===== src/ifc_pkg.sv =====
// Package of constants and types for the IF frequency counter
`default_nettype none
package ifc_pkg;
  // ----------------------------------------------------------------
  // Register map
  // ----------------------------------------------------------------
  localparam logic [7:0] IFC_MODE_OFS = 8'hf4;
  localparam logic [7:0] IFC_CNT_HIGH_OFS = 8'hf5;
  localparam logic [7:0] IFC_CNT_MID_OFS = 8'hf6;
  localparam logic [7:0] IFC_CNT_LOW_OFS = 8'hf7;
  localparam logic [7:0] IFC_IRQ_STAT_OFS = 8'hf8;
  localparam logic [7:0] IFC_IRQ_MASK_OFS = 8'hf9;
  // ----------------------------------------------------------------
  // Field positions
  // ----------------------------------------------------------------
  localparam int IFC_DONE_BIT = 7;
  localparam int IFC_RUN_BIT = 6;
  localparam int IFC_CLR_BIT = 5;
  localparam int IFC_RSVD_BIT = 4;
  localparam int IFC_GATE_LSB = 2;
  localparam int IFC_INSEL_LSB = 0;
  localparam int IFC_CNT_W = 19;
  localparam int IFC_DET_BIT = 3;
  localparam int IFC_EVT_DONE_BIT = 0;
  // ----------------------------------------------------------------
  // Reset values
  // ----------------------------------------------------------------
  localparam logic [7:0] IFC_MODE_RST = 8'h00;
  localparam logic [7:0] IFC_MASK_RST = 8'h00;
  // ----------------------------------------------------------------
  // Timing
  // ----------------------------------------------------------------
  localparam int IFC_CLK_MHZ = 200;
  localparam int IFC_GATE8_MS = 8;
  localparam int IFC_GATE32_MS = 32;
  localparam int IFC_GATE128_MS = 128;
  localparam logic [31:0] IFC_GATE8_CYC = 32'(IFC_GATE8_MS * IFC_CLK_MHZ * 1000);
  localparam logic [31:0] IFC_GATE32_CYC = 32'(IFC_GATE32_MS * IFC_CLK_MHZ * 1000);
  localparam logic [31:0] IFC_GATE128_CYC = 32'(IFC_GATE128_MS * IFC_CLK_MHZ * 1000);
  // ----------------------------------------------------------------
  // Types
  // ----------------------------------------------------------------
  typedef enum logic [1:0]
  {
    IFC_GATE_8MS = 2'h0,
    IFC_GATE_32MS = 2'h1,
    IFC_GATE_128MS = 2'h2,
    IFC_GATE_SOFT = 2'h3
  } ifc_gate_t;
  typedef enum logic [1:0]
  {
    IFC_ST_IDLE = 2'h0,
    IFC_ST_COUNT = 2'h1
  } ifc_state_t;
  typedef struct packed {
    logic [7:0] addr;
    logic [7:0] wdata;
    logic wr;
    logic rd;
  } ifc_bus_req_t;
endpackage : ifc_pkg
`default_nettype wire


===== src/ifc_counter.sv =====
// IF frequency counter: gate timer, 19-bit edge count, registers, interrupt
//
// The strobed register port was decided locally.
`default_nettype none
module ifc_counter
  import ifc_pkg::*;
#(
  parameter logic [31:0] GATE8_CYC = IFC_GATE8_CYC,
  parameter logic [31:0] GATE32_CYC = IFC_GATE32_CYC,
  parameter logic [31:0] GATE128_CYC = IFC_GATE128_CYC
)
(
  input wire logic ref_clk,
  input wire logic rst_n,
  input wire logic [7:0] addr,
  input wire logic [7:0] wdata,
  input wire logic wr,
  input wire logic rd,
  output logic [7:0] rdata,
  input wire logic fm_if_input_pin,
  input wire logic am_if_input_pin,
  input wire logic isr_start,
  output logic irq
);
  // ----------------------------------------------------------------
  // State
  // ----------------------------------------------------------------
  typedef struct packed {
    ifc_state_t state;
    logic count_done_flag;
    logic count_run_control;
    logic [1:0] gate_sel;
    logic [1:0] input_sel;
    logic [IFC_CNT_W-1:0] count;
    logic [31:0] gate_cnt;
    logic detect_status_bit;
    logic evt_stat;
    logic evt_mask;
    logic [7:0] rdata;
    logic irq;
  } ifc_st_t;

  ifc_st_t st_ff;
  ifc_st_t nxt_st;
  ifc_bus_req_t req;
  logic fm_rise;
  logic am_rise;
  logic sel_rise;
  logic [31:0] gate_len;
  logic gate_end;
  logic done_evt;
  logic [7:0] mode_view;

  assign req = '{addr: addr, wdata: wdata, wr: wr, rd: rd};

  // ----------------------------------------------------------------
  // Input pins
  // ----------------------------------------------------------------
  ifc_sync u_sync_fm
  (
    .ref_clk(ref_clk),
    .rst_n(rst_n),
    .pin_in(fm_if_input_pin),
    .rise(fm_rise)
  );
  ifc_sync u_sync_am
  (
    .ref_clk(ref_clk),
    .rst_n(rst_n),
    .pin_in(am_if_input_pin),
    .rise(am_rise)
  );

  always_comb
  begin
    // Upper select bit low disables both pins
    sel_rise = 1'b0;
    if (st_ff.input_sel[1])
      sel_rise = st_ff.input_sel[0] ? am_rise : fm_rise;
  end

  always_comb
  begin
    unique case (ifc_gate_t'(st_ff.gate_sel))
      IFC_GATE_8MS: gate_len = GATE8_CYC;
      IFC_GATE_32MS: gate_len = GATE32_CYC;
      IFC_GATE_128MS: gate_len = GATE128_CYC;
      IFC_GATE_SOFT: gate_len = '0;
    endcase
  end

  assign gate_end = (st_ff.state == IFC_ST_COUNT) && (st_ff.gate_sel != 2'(IFC_GATE_SOFT))
    && (st_ff.gate_cnt == gate_len - 32'h1);

  assign mode_view = {st_ff.count_done_flag, st_ff.count_run_control, 1'b0, 1'b0,
    st_ff.gate_sel, st_ff.input_sel};

  // ----------------------------------------------------------------
  // Next state
  // ----------------------------------------------------------------
  always_comb
  begin
    nxt_st = st_ff;
    done_evt = 1'b0;
    nxt_st.rdata = 8'h00;
    // Counting interval
    unique case (st_ff.state)
      IFC_ST_IDLE:
      begin
        nxt_st.gate_cnt = '0;
      end
      IFC_ST_COUNT:
      begin
        nxt_st.gate_cnt = st_ff.gate_cnt + 32'h1;
        if (sel_rise)
          nxt_st.count = st_ff.count + 19'h1;
        if (gate_end)
        begin
          nxt_st.state = IFC_ST_IDLE;
          nxt_st.count_run_control = 1'b0;
          done_evt = 1'b1;
        end
      end
      default: nxt_st.state = IFC_ST_IDLE;
    endcase
    if (sel_rise)
      nxt_st.detect_status_bit = 1'b1;
    // Register reads; read side effects
    if (req.rd)
    begin
      unique case (req.addr)
        IFC_MODE_OFS:
        begin
          nxt_st.rdata = mode_view;
          nxt_st.count_done_flag = 1'b0;
        end
        IFC_CNT_HIGH_OFS:
        begin
          nxt_st.rdata = {4'h0, st_ff.detect_status_bit, st_ff.count[18:16]};
          nxt_st.detect_status_bit = sel_rise;
        end
        IFC_CNT_MID_OFS: nxt_st.rdata = st_ff.count[15:8];
        IFC_CNT_LOW_OFS: nxt_st.rdata = st_ff.count[7:0];
        IFC_IRQ_STAT_OFS: nxt_st.rdata = {7'h00, st_ff.evt_stat};
        IFC_IRQ_MASK_OFS: nxt_st.rdata = {7'h00, st_ff.evt_mask};
        default: nxt_st.rdata = 8'h00;
      endcase
    end
    if (isr_start)
      nxt_st.count_done_flag = 1'b0;
    // Register writes
    if (req.wr)
    begin
      unique case (req.addr)
        IFC_MODE_OFS:
        begin
          nxt_st.gate_sel = req.wdata[IFC_GATE_LSB +: 2];
          nxt_st.input_sel = req.wdata[IFC_INSEL_LSB +: 2];
          // Bit 4 ignored; software keeps it zero
          if (req.wdata[IFC_CLR_BIT])
          begin
            nxt_st.count = '0;
            // An edge in the clearing cycle still marks detect
            nxt_st.detect_status_bit = sel_rise;
          end
          nxt_st.count_run_control = req.wdata[IFC_RUN_BIT];
          // A start that meets the gate end opens a fresh interval
          if (req.wdata[IFC_RUN_BIT])
          begin
            nxt_st.state = IFC_ST_COUNT;
            if (st_ff.state == IFC_ST_IDLE || done_evt)
              nxt_st.gate_cnt = '0;
          end
          else if (!req.wdata[IFC_RUN_BIT])
          begin
            nxt_st.state = IFC_ST_IDLE;
            // Software gate ends on run clear
            if (st_ff.state == IFC_ST_COUNT && st_ff.gate_sel == 2'(IFC_GATE_SOFT))
              done_evt = 1'b1;
          end
        end
        IFC_IRQ_STAT_OFS:
          if (req.wdata[IFC_EVT_DONE_BIT])
            nxt_st.evt_stat = 1'b0;
        IFC_IRQ_MASK_OFS: nxt_st.evt_mask = req.wdata[IFC_EVT_DONE_BIT];
        default: ;
      endcase
    end
    // Set wins over every clear
    if (done_evt)
    begin
      nxt_st.count_done_flag = 1'b1;
      nxt_st.evt_stat = 1'b1;
    end
    nxt_st.irq = nxt_st.evt_stat & nxt_st.evt_mask;
  end

  // ----------------------------------------------------------------
  // Registers
  // ----------------------------------------------------------------
  always_ff @(posedge ref_clk or negedge rst_n)
  begin
    if (!rst_n)
    begin
      st_ff <= '0;
      st_ff.state <= IFC_ST_IDLE;
    end
    else
      st_ff <= nxt_st;
  end

  assign rdata = st_ff.rdata;
  assign irq = st_ff.irq;
endmodule : ifc_counter
`default_nettype wire


===== src/ifc_sync.sv =====
// Two-flop synchroniser with rising-edge detect for one pin
`default_nettype none
module ifc_sync
  import ifc_pkg::*;
(
  input wire logic ref_clk,
  input wire logic rst_n,
  input wire logic pin_in,
  output logic rise
);
  typedef struct packed {
    logic meta;
    logic sync;
    logic last;
  } ifc_sync_st_t;
  ifc_sync_st_t st_ff;
  ifc_sync_st_t nxt_st;

  always_comb
  begin
    nxt_st = st_ff;
    nxt_st.meta = pin_in;
    nxt_st.sync = st_ff.meta;
    nxt_st.last = st_ff.sync;
  end

  always_ff @(posedge ref_clk or negedge rst_n)
  begin
    if (!rst_n)
      st_ff <= '0;
    else
      st_ff <= nxt_st;
  end

  // Edge detect reads only the second and third stages
  assign rise = st_ff.sync & ~st_ff.last;
endmodule : ifc_sync
`default_nettype wire


===== config.mk =====
export PLATFORM = sky130hd
export DESIGN_NAME = ifc_counter
export DESIGN_NICKNAME = d
export VERILOG_FILES = /design/src/ifc_pkg.sv /design/src/ifc_counter.sv /design/src/ifc_sync.sv
export SDC_FILE = /design/constraint.sdc
export NUM_CORES = 1
export LEC_CHECK = 0
export ABC_AREA = 1
export BUFFER_PORTS_ARGS = -buffer_cell sky130_fd_sc_hd__buf_2
export CORE_UTILIZATION = 66
export DETAILED_ROUTE_END_ITERATION = 12
export PLACE_DENSITY = 0.84
export SETUP_SLACK_MARGIN = 0.4
export SLEW_MARGIN = 10
export SYNTH_ARGS = -nofsm -noshare
export SYNTH_HDL_FRONTEND = slang
export SYNTH_HIERARCHICAL = 1
export SYNTH_SLANG_ARGS = --single-unit

===== constraint.sdc =====
create_clock -name ref_clk -period 5.03 [get_ports ref_clk]
set_clock_uncertainty 0.1 [all_clocks]
set_input_delay 1.006 -clock ref_clk [delete_from_list [all_inputs] [get_ports ref_clk]]
set_output_delay 1.006 -clock ref_clk [all_outputs]
set_load 0.02 [all_outputs]

Word level (Yosys, flattened, before mapping)
Cells that the tools add are included.

word-level totals
  register bits = 77
  input bits = 23
  output and inout port bits = 9
  logic and storage cells = 86

cells by class
  $add $sub $neg = 3
  equality and inequality tests = 12
  mux-type cells = 38
  bitwise gates (word level) = 5
  reductions and logical operators = 10

operators by type and width
  cell                     number
  $pmux W32 S4             1
  $mux W32                 2
  $pmux W32 S2             1
  $mux W59                 1
  $mux W19                 3
  $mux W57                 1
  $eq A8 B8 Y1 const B     6
  $pmux W8 S6              1
  $add A32 B1 Y32 const B  1
  $eq A32 B32 Y1           1
  $sub A32 B1 Y32 const B  1
  $mux W1                  23
  $add A19 B1 Y19 const B  1
  $mux W8                  1
  $mux W2                  3
  $reduce_bool A3 Y1       2
  $eq A2 B1 Y1 const B     2
  $eq A2 B2 Y1 const B     2
  $logic_not A2 Y1         2
  $pmux W2 S2              1
  $reduce_and A2 Y1        2
  $and A1 B1 Y1            3
  $logic_and A1 B1 Y1      3
  $ne A2 B2 Y1 const B     1
  2 further kinds          3

Depth between registers and ports, before layout
  depth in word-level cells = 14
  gate-level depth with buffers = 12
  mapped depth without buffers = 12

Cells and area by module
Netlist, hierarchy kept.

modules (own cells, without submodules)
  module       times used  cells an instance  area each (µm²)  sequential area each (µm²)
  ifc_counter  1           639                4494.3           1776.7
  ifc_sync     2           5                  85.1             75.1

Worst setup path after synthesis
Ideal clock, no wire load.

  path kind = input-to-reg
  from = input addr[5]
  to = register st_ff[29] (netlist bit)
  library setup time = 0.120 ns
  arrival time = 2.059 ns
  required time = 4.810 ns
  slack = 2.751 ns
  stages = 10
  cells stage by stage = nand2_1 nor2_8 nand3_4 inv_4 nand2_4 inv_6 nand2_4 o21bai_4 buf_6 nor2_1

RTL lines
  what                  line                source
  from (decl)           ifc_counter.sv:15   input wire logic [7:0] addr,
  to (signal assigned)  ifc_counter.sv:209  st_ff <= nxt_st;
  to (decl)             ifc_counter.sv:43   ifc_st_t st_ff;

==> impl_metrics.json <==
{
  "critPathMostFrequentCell": "nor2_1",
  "dieWidth_um": 86.07,
  "wl_per_cell_um": 13.84,
  "synth-edff-count": 0,
  "synth_largest_area_cell": "dfrtp_1",
  "fmax_mhz": 364.4,
  "finalWirelength_um": 10740,
  "clockBufferDepth": 2,
  "power_leakage_nw": 2.413,
  "io_pins": 32,
  "vias": 4165,
  "synth_top_cell_area_share_pct": 41.31,
  "fin_crit_sh_pct": 54.56,
  "rsz0062_at_grt": "false",
  "cts-root-buf": "clkbuf_8",
  "synthMuxAreaShare_pct": 0,
  "hold_class": "flip-flop to flip-flop",
  "cts_tree": "built",
  "portBuffers": 29,
  "cts-buffers-inserted": 9,
  "ff2ff_setup_slack_ps": 2290,
  "syn_nets": 680,
  "cp-start-kind": "flip-flop",
  "synth-seq-cells": 77,
  "grt_antenna_before_repair": 0,
  "synth.most_common_cell": "nand2_1",
  "die-area_mm2": 0.007407,
  "htree_num_levels": 3,
  "yosysSeqAreaShare_pct": 41.31,
  "yosys.area_share.simple_pct": 35.43,
  "cpPeakStageDelay_ps": 800,
  "rows": 30,
  "synth_compound_area_share_pct": 7.216,
  "synth_area_leaders": "dfrtp_1 (41%), nand2_1 (15%), nor2_1 (8.5%)",
  "drcViolationCount": 0,
  "post_cts_buffers": 0,
  "yosys_warnings": 6,
  "r2r_start": "st_ff[70]",
  "vdd_drop_max_mv": 0.1620,
  "crit_type": "flip-flop to flip-flop",
  "timing.final.max_slew_violations": 0,
  "end_kind": "flip-flop",
  "nFillCells": 534,
  "cts_hold_buffers": 0,
  "worstSkewPairLatency_ps": 360,
  "power.density_mw_per_mm2": 252.3,
  "ff_latch_area_mm2": 0.001927,
  "clock_sinks": 77,
  "finalSetupTns_ps": 0,
  "avgSynthCellArea_um2": 7.187,
  "first_global_vias": 4066,
  "ant_nets": 0,
  "ctsResizeCount": 0,
  "syn_inst": 649,
  "cap_violations": 0,
  "grt_usage_pct": 31.67,
  "ys_top_cells_by_count": "nand2_1 (183), nor2_1 (106), inv_1 (90), dfrtp_1 (77), nand3_1 (39)",
  "synthXorXnorAreaFrac_pct": 3.943,
  "synth_cell_types": 39,
  "setup_violations": 0,
  "multi_input_comb_area_mm2": 0.002277,
  "synth-main-ff-cell": "dfrtp_1",
  "start_util_pct": 68.66,
  "area_growth_pct": 8.664,
  "cp_cell_sequence": "nor2_1 > nand2_1 > nor2_1 > nand2_1 > nor2_1 > nand3_2 > o21bai_4 > nor2_1",
  "synth_fa_ha_area_share_pct": 2.146,
  "core_area_mm2": 0.006794,
  "holdWs_ps": 253.3,
  "critPathArrivalTime_ps": 2870,
  "status": "finished clean",
  "worstMarginPinSlew_ps": 1010,
  "die_h_um": 86.07,
  "grt_overflow": 0,
  "r2r_end": "st_ff[36]",
  "clk_pin_slew_ps": 90,
  "first_iter_violations": 274,
  "syn_area_mm2": 0.004664,
  "layout_min_cycle_time_ps": 2744,
  "firstDrtPassIters": 5,
  "synth_top_family_by_area": "simple AND/OR/NAND/NOR gates",
  "reg2reg_depth": 8,
  "place_congestion": 0.9227,
  "holdPathEnd": "u_sync_fm/nxt_st[0]",
  "min_from": "u_sync_fm/nxt_st[1]",
  "n_antenna_cell": 0,
  "grt_max_degree": 78,
  "slew_headroom_pct": 32.39,
  "hpwl_um": 7967,
  "crit_fanout": 23,
  "critPathSlowestCell": "nor2_1",
  "finalHoldViolCount": 0,
  "cp.required_ps": 5160,
  "hold_depth": 0,
  "nets": 707,
  "ys_async_sr_fraction_pct": 100.0,
  "grt_pass1_wl_um": 17930,
  "p_total_w": 0.001279,
  "via_per_inst": 5.367,
  "drive_gt1_share_pct": 10.00
}
## critical path: cells and delay by family, from the launching register on
kind | cells | cell delay [ps]
simple gates | 7 | 1470
compound gates | 1 | 570
flops | 1 | 460
## state kept, by name, summed over array words and instances (netlist names)
register / count
u_sync_am/nxt_st: 2
u_sync_fm/nxt_st: 2
rdata: 8
mode_view: 6
u_sync_fm/st_ff: 1
st_ff: 56
irq: 1
u_sync_am/st_ff: 1
## layer usage
metal	vias up	GRT usage, %	part of all wire, %
met5	-	0	0
met4	0	16.82	3.4
met3	34	5.486	3.5
met2	125	57.22	52
met1	1936	35.51	41
li1	2070	-	-
## kinds of logic (layout without fill, tap and decap cells)
logic type | count (synthesis) | in the layout
flops | 77 | 77
xor+xnor | 21 | 21
simple gates | 377 | 377
compound gates | 58 | 58
fa+ha+maj | 8 | 8
other cells | 1 | 1
buf+inv | 107 | 138
## cell usage in the layout, fill, tap and decap left out, types with 2 or more instances in the layout
cell type,synthesis,layout
buf_2,2,28
dfrtp_1,77,77
nand3b_1,2,2
clkbuf_8,0,9
nor2_1,106,106
nor2_4,4,4
o211ai_1,3,3
a21boi_0,2,2
o22ai_1,7,7
o21ai_0,26,26
xor2_1,12,12
inv_2,2,2
nand2_4,3,3
xnor2_1,9,9
inv_1,90,90
a21oi_1,15,15
o21bai_1,3,3
nand2_2,2,2
ha_1,8,8
nor3_1,13,13
clkinv_4,0,2
nor2_2,5,5
nand4_1,11,11
bufinv_16,0,3
nand3_1,39,39
nand2_1,183,183
## power breakdown
| part | switching (W) | internal, W | total, W |
|---|---|---|---|
| Sequential | 0.00000830 | 0.000628 | 0.000637 |
| Combinational | 0.0000517 | 0.0000218 | 0.0000736 |
| Clock | 0.000241 | 0.000328 | 0.000569 |
| Total | 0.000301 | 0.000978 | 0.00128 |
## area by class of cell
class	instances	area share (%)
Clock buffer	9	2.444
Multi-Input combinational cell	465	44.93
Tap cell	96	2.370
Timing Repair Buffer	29	2.913
Inverter	94	7.109
Clock inverter	6	2.222
Sequential cell	77	38.02
## stage by stage
step                      instances  worst slack (ps)  area [um2]  util [%]
after floorplan                 649              2751        4664         -
after global placement          761              2291        4832     71.12
after detailed placement        761              2234        4832     71.12
after CTS                       776              2253        5069     74.60
after global routing            776              2005        5069     74.60
final                           776              2286        5069     74.60
## worst max-delay path by stage
| stage | startpoint | endpoint | slack [ps] | cells past startpoint |
|---|---|---|---|---|
| 3_5_place_dp | addr[0] | st_ff[36] | 2230 | 10 |
| 5_1_grt | st_ff[70] | st_ff[33] | 2010 | 8 |
| 6_report | st_ff[70] | st_ff[36] | 2290 | 8 |
| 2_1_floorplan | addr[5] | st_ff[29] | 2750 | 10 |
| 4_1_cts | st_ff[70] | st_ff[36] | 2250 | 8 |
| 3_3_place_gp | addr[0] | st_ff[24] | 2290 | 10 |
No activity file was read; power rests on OpenSTA's default activity.
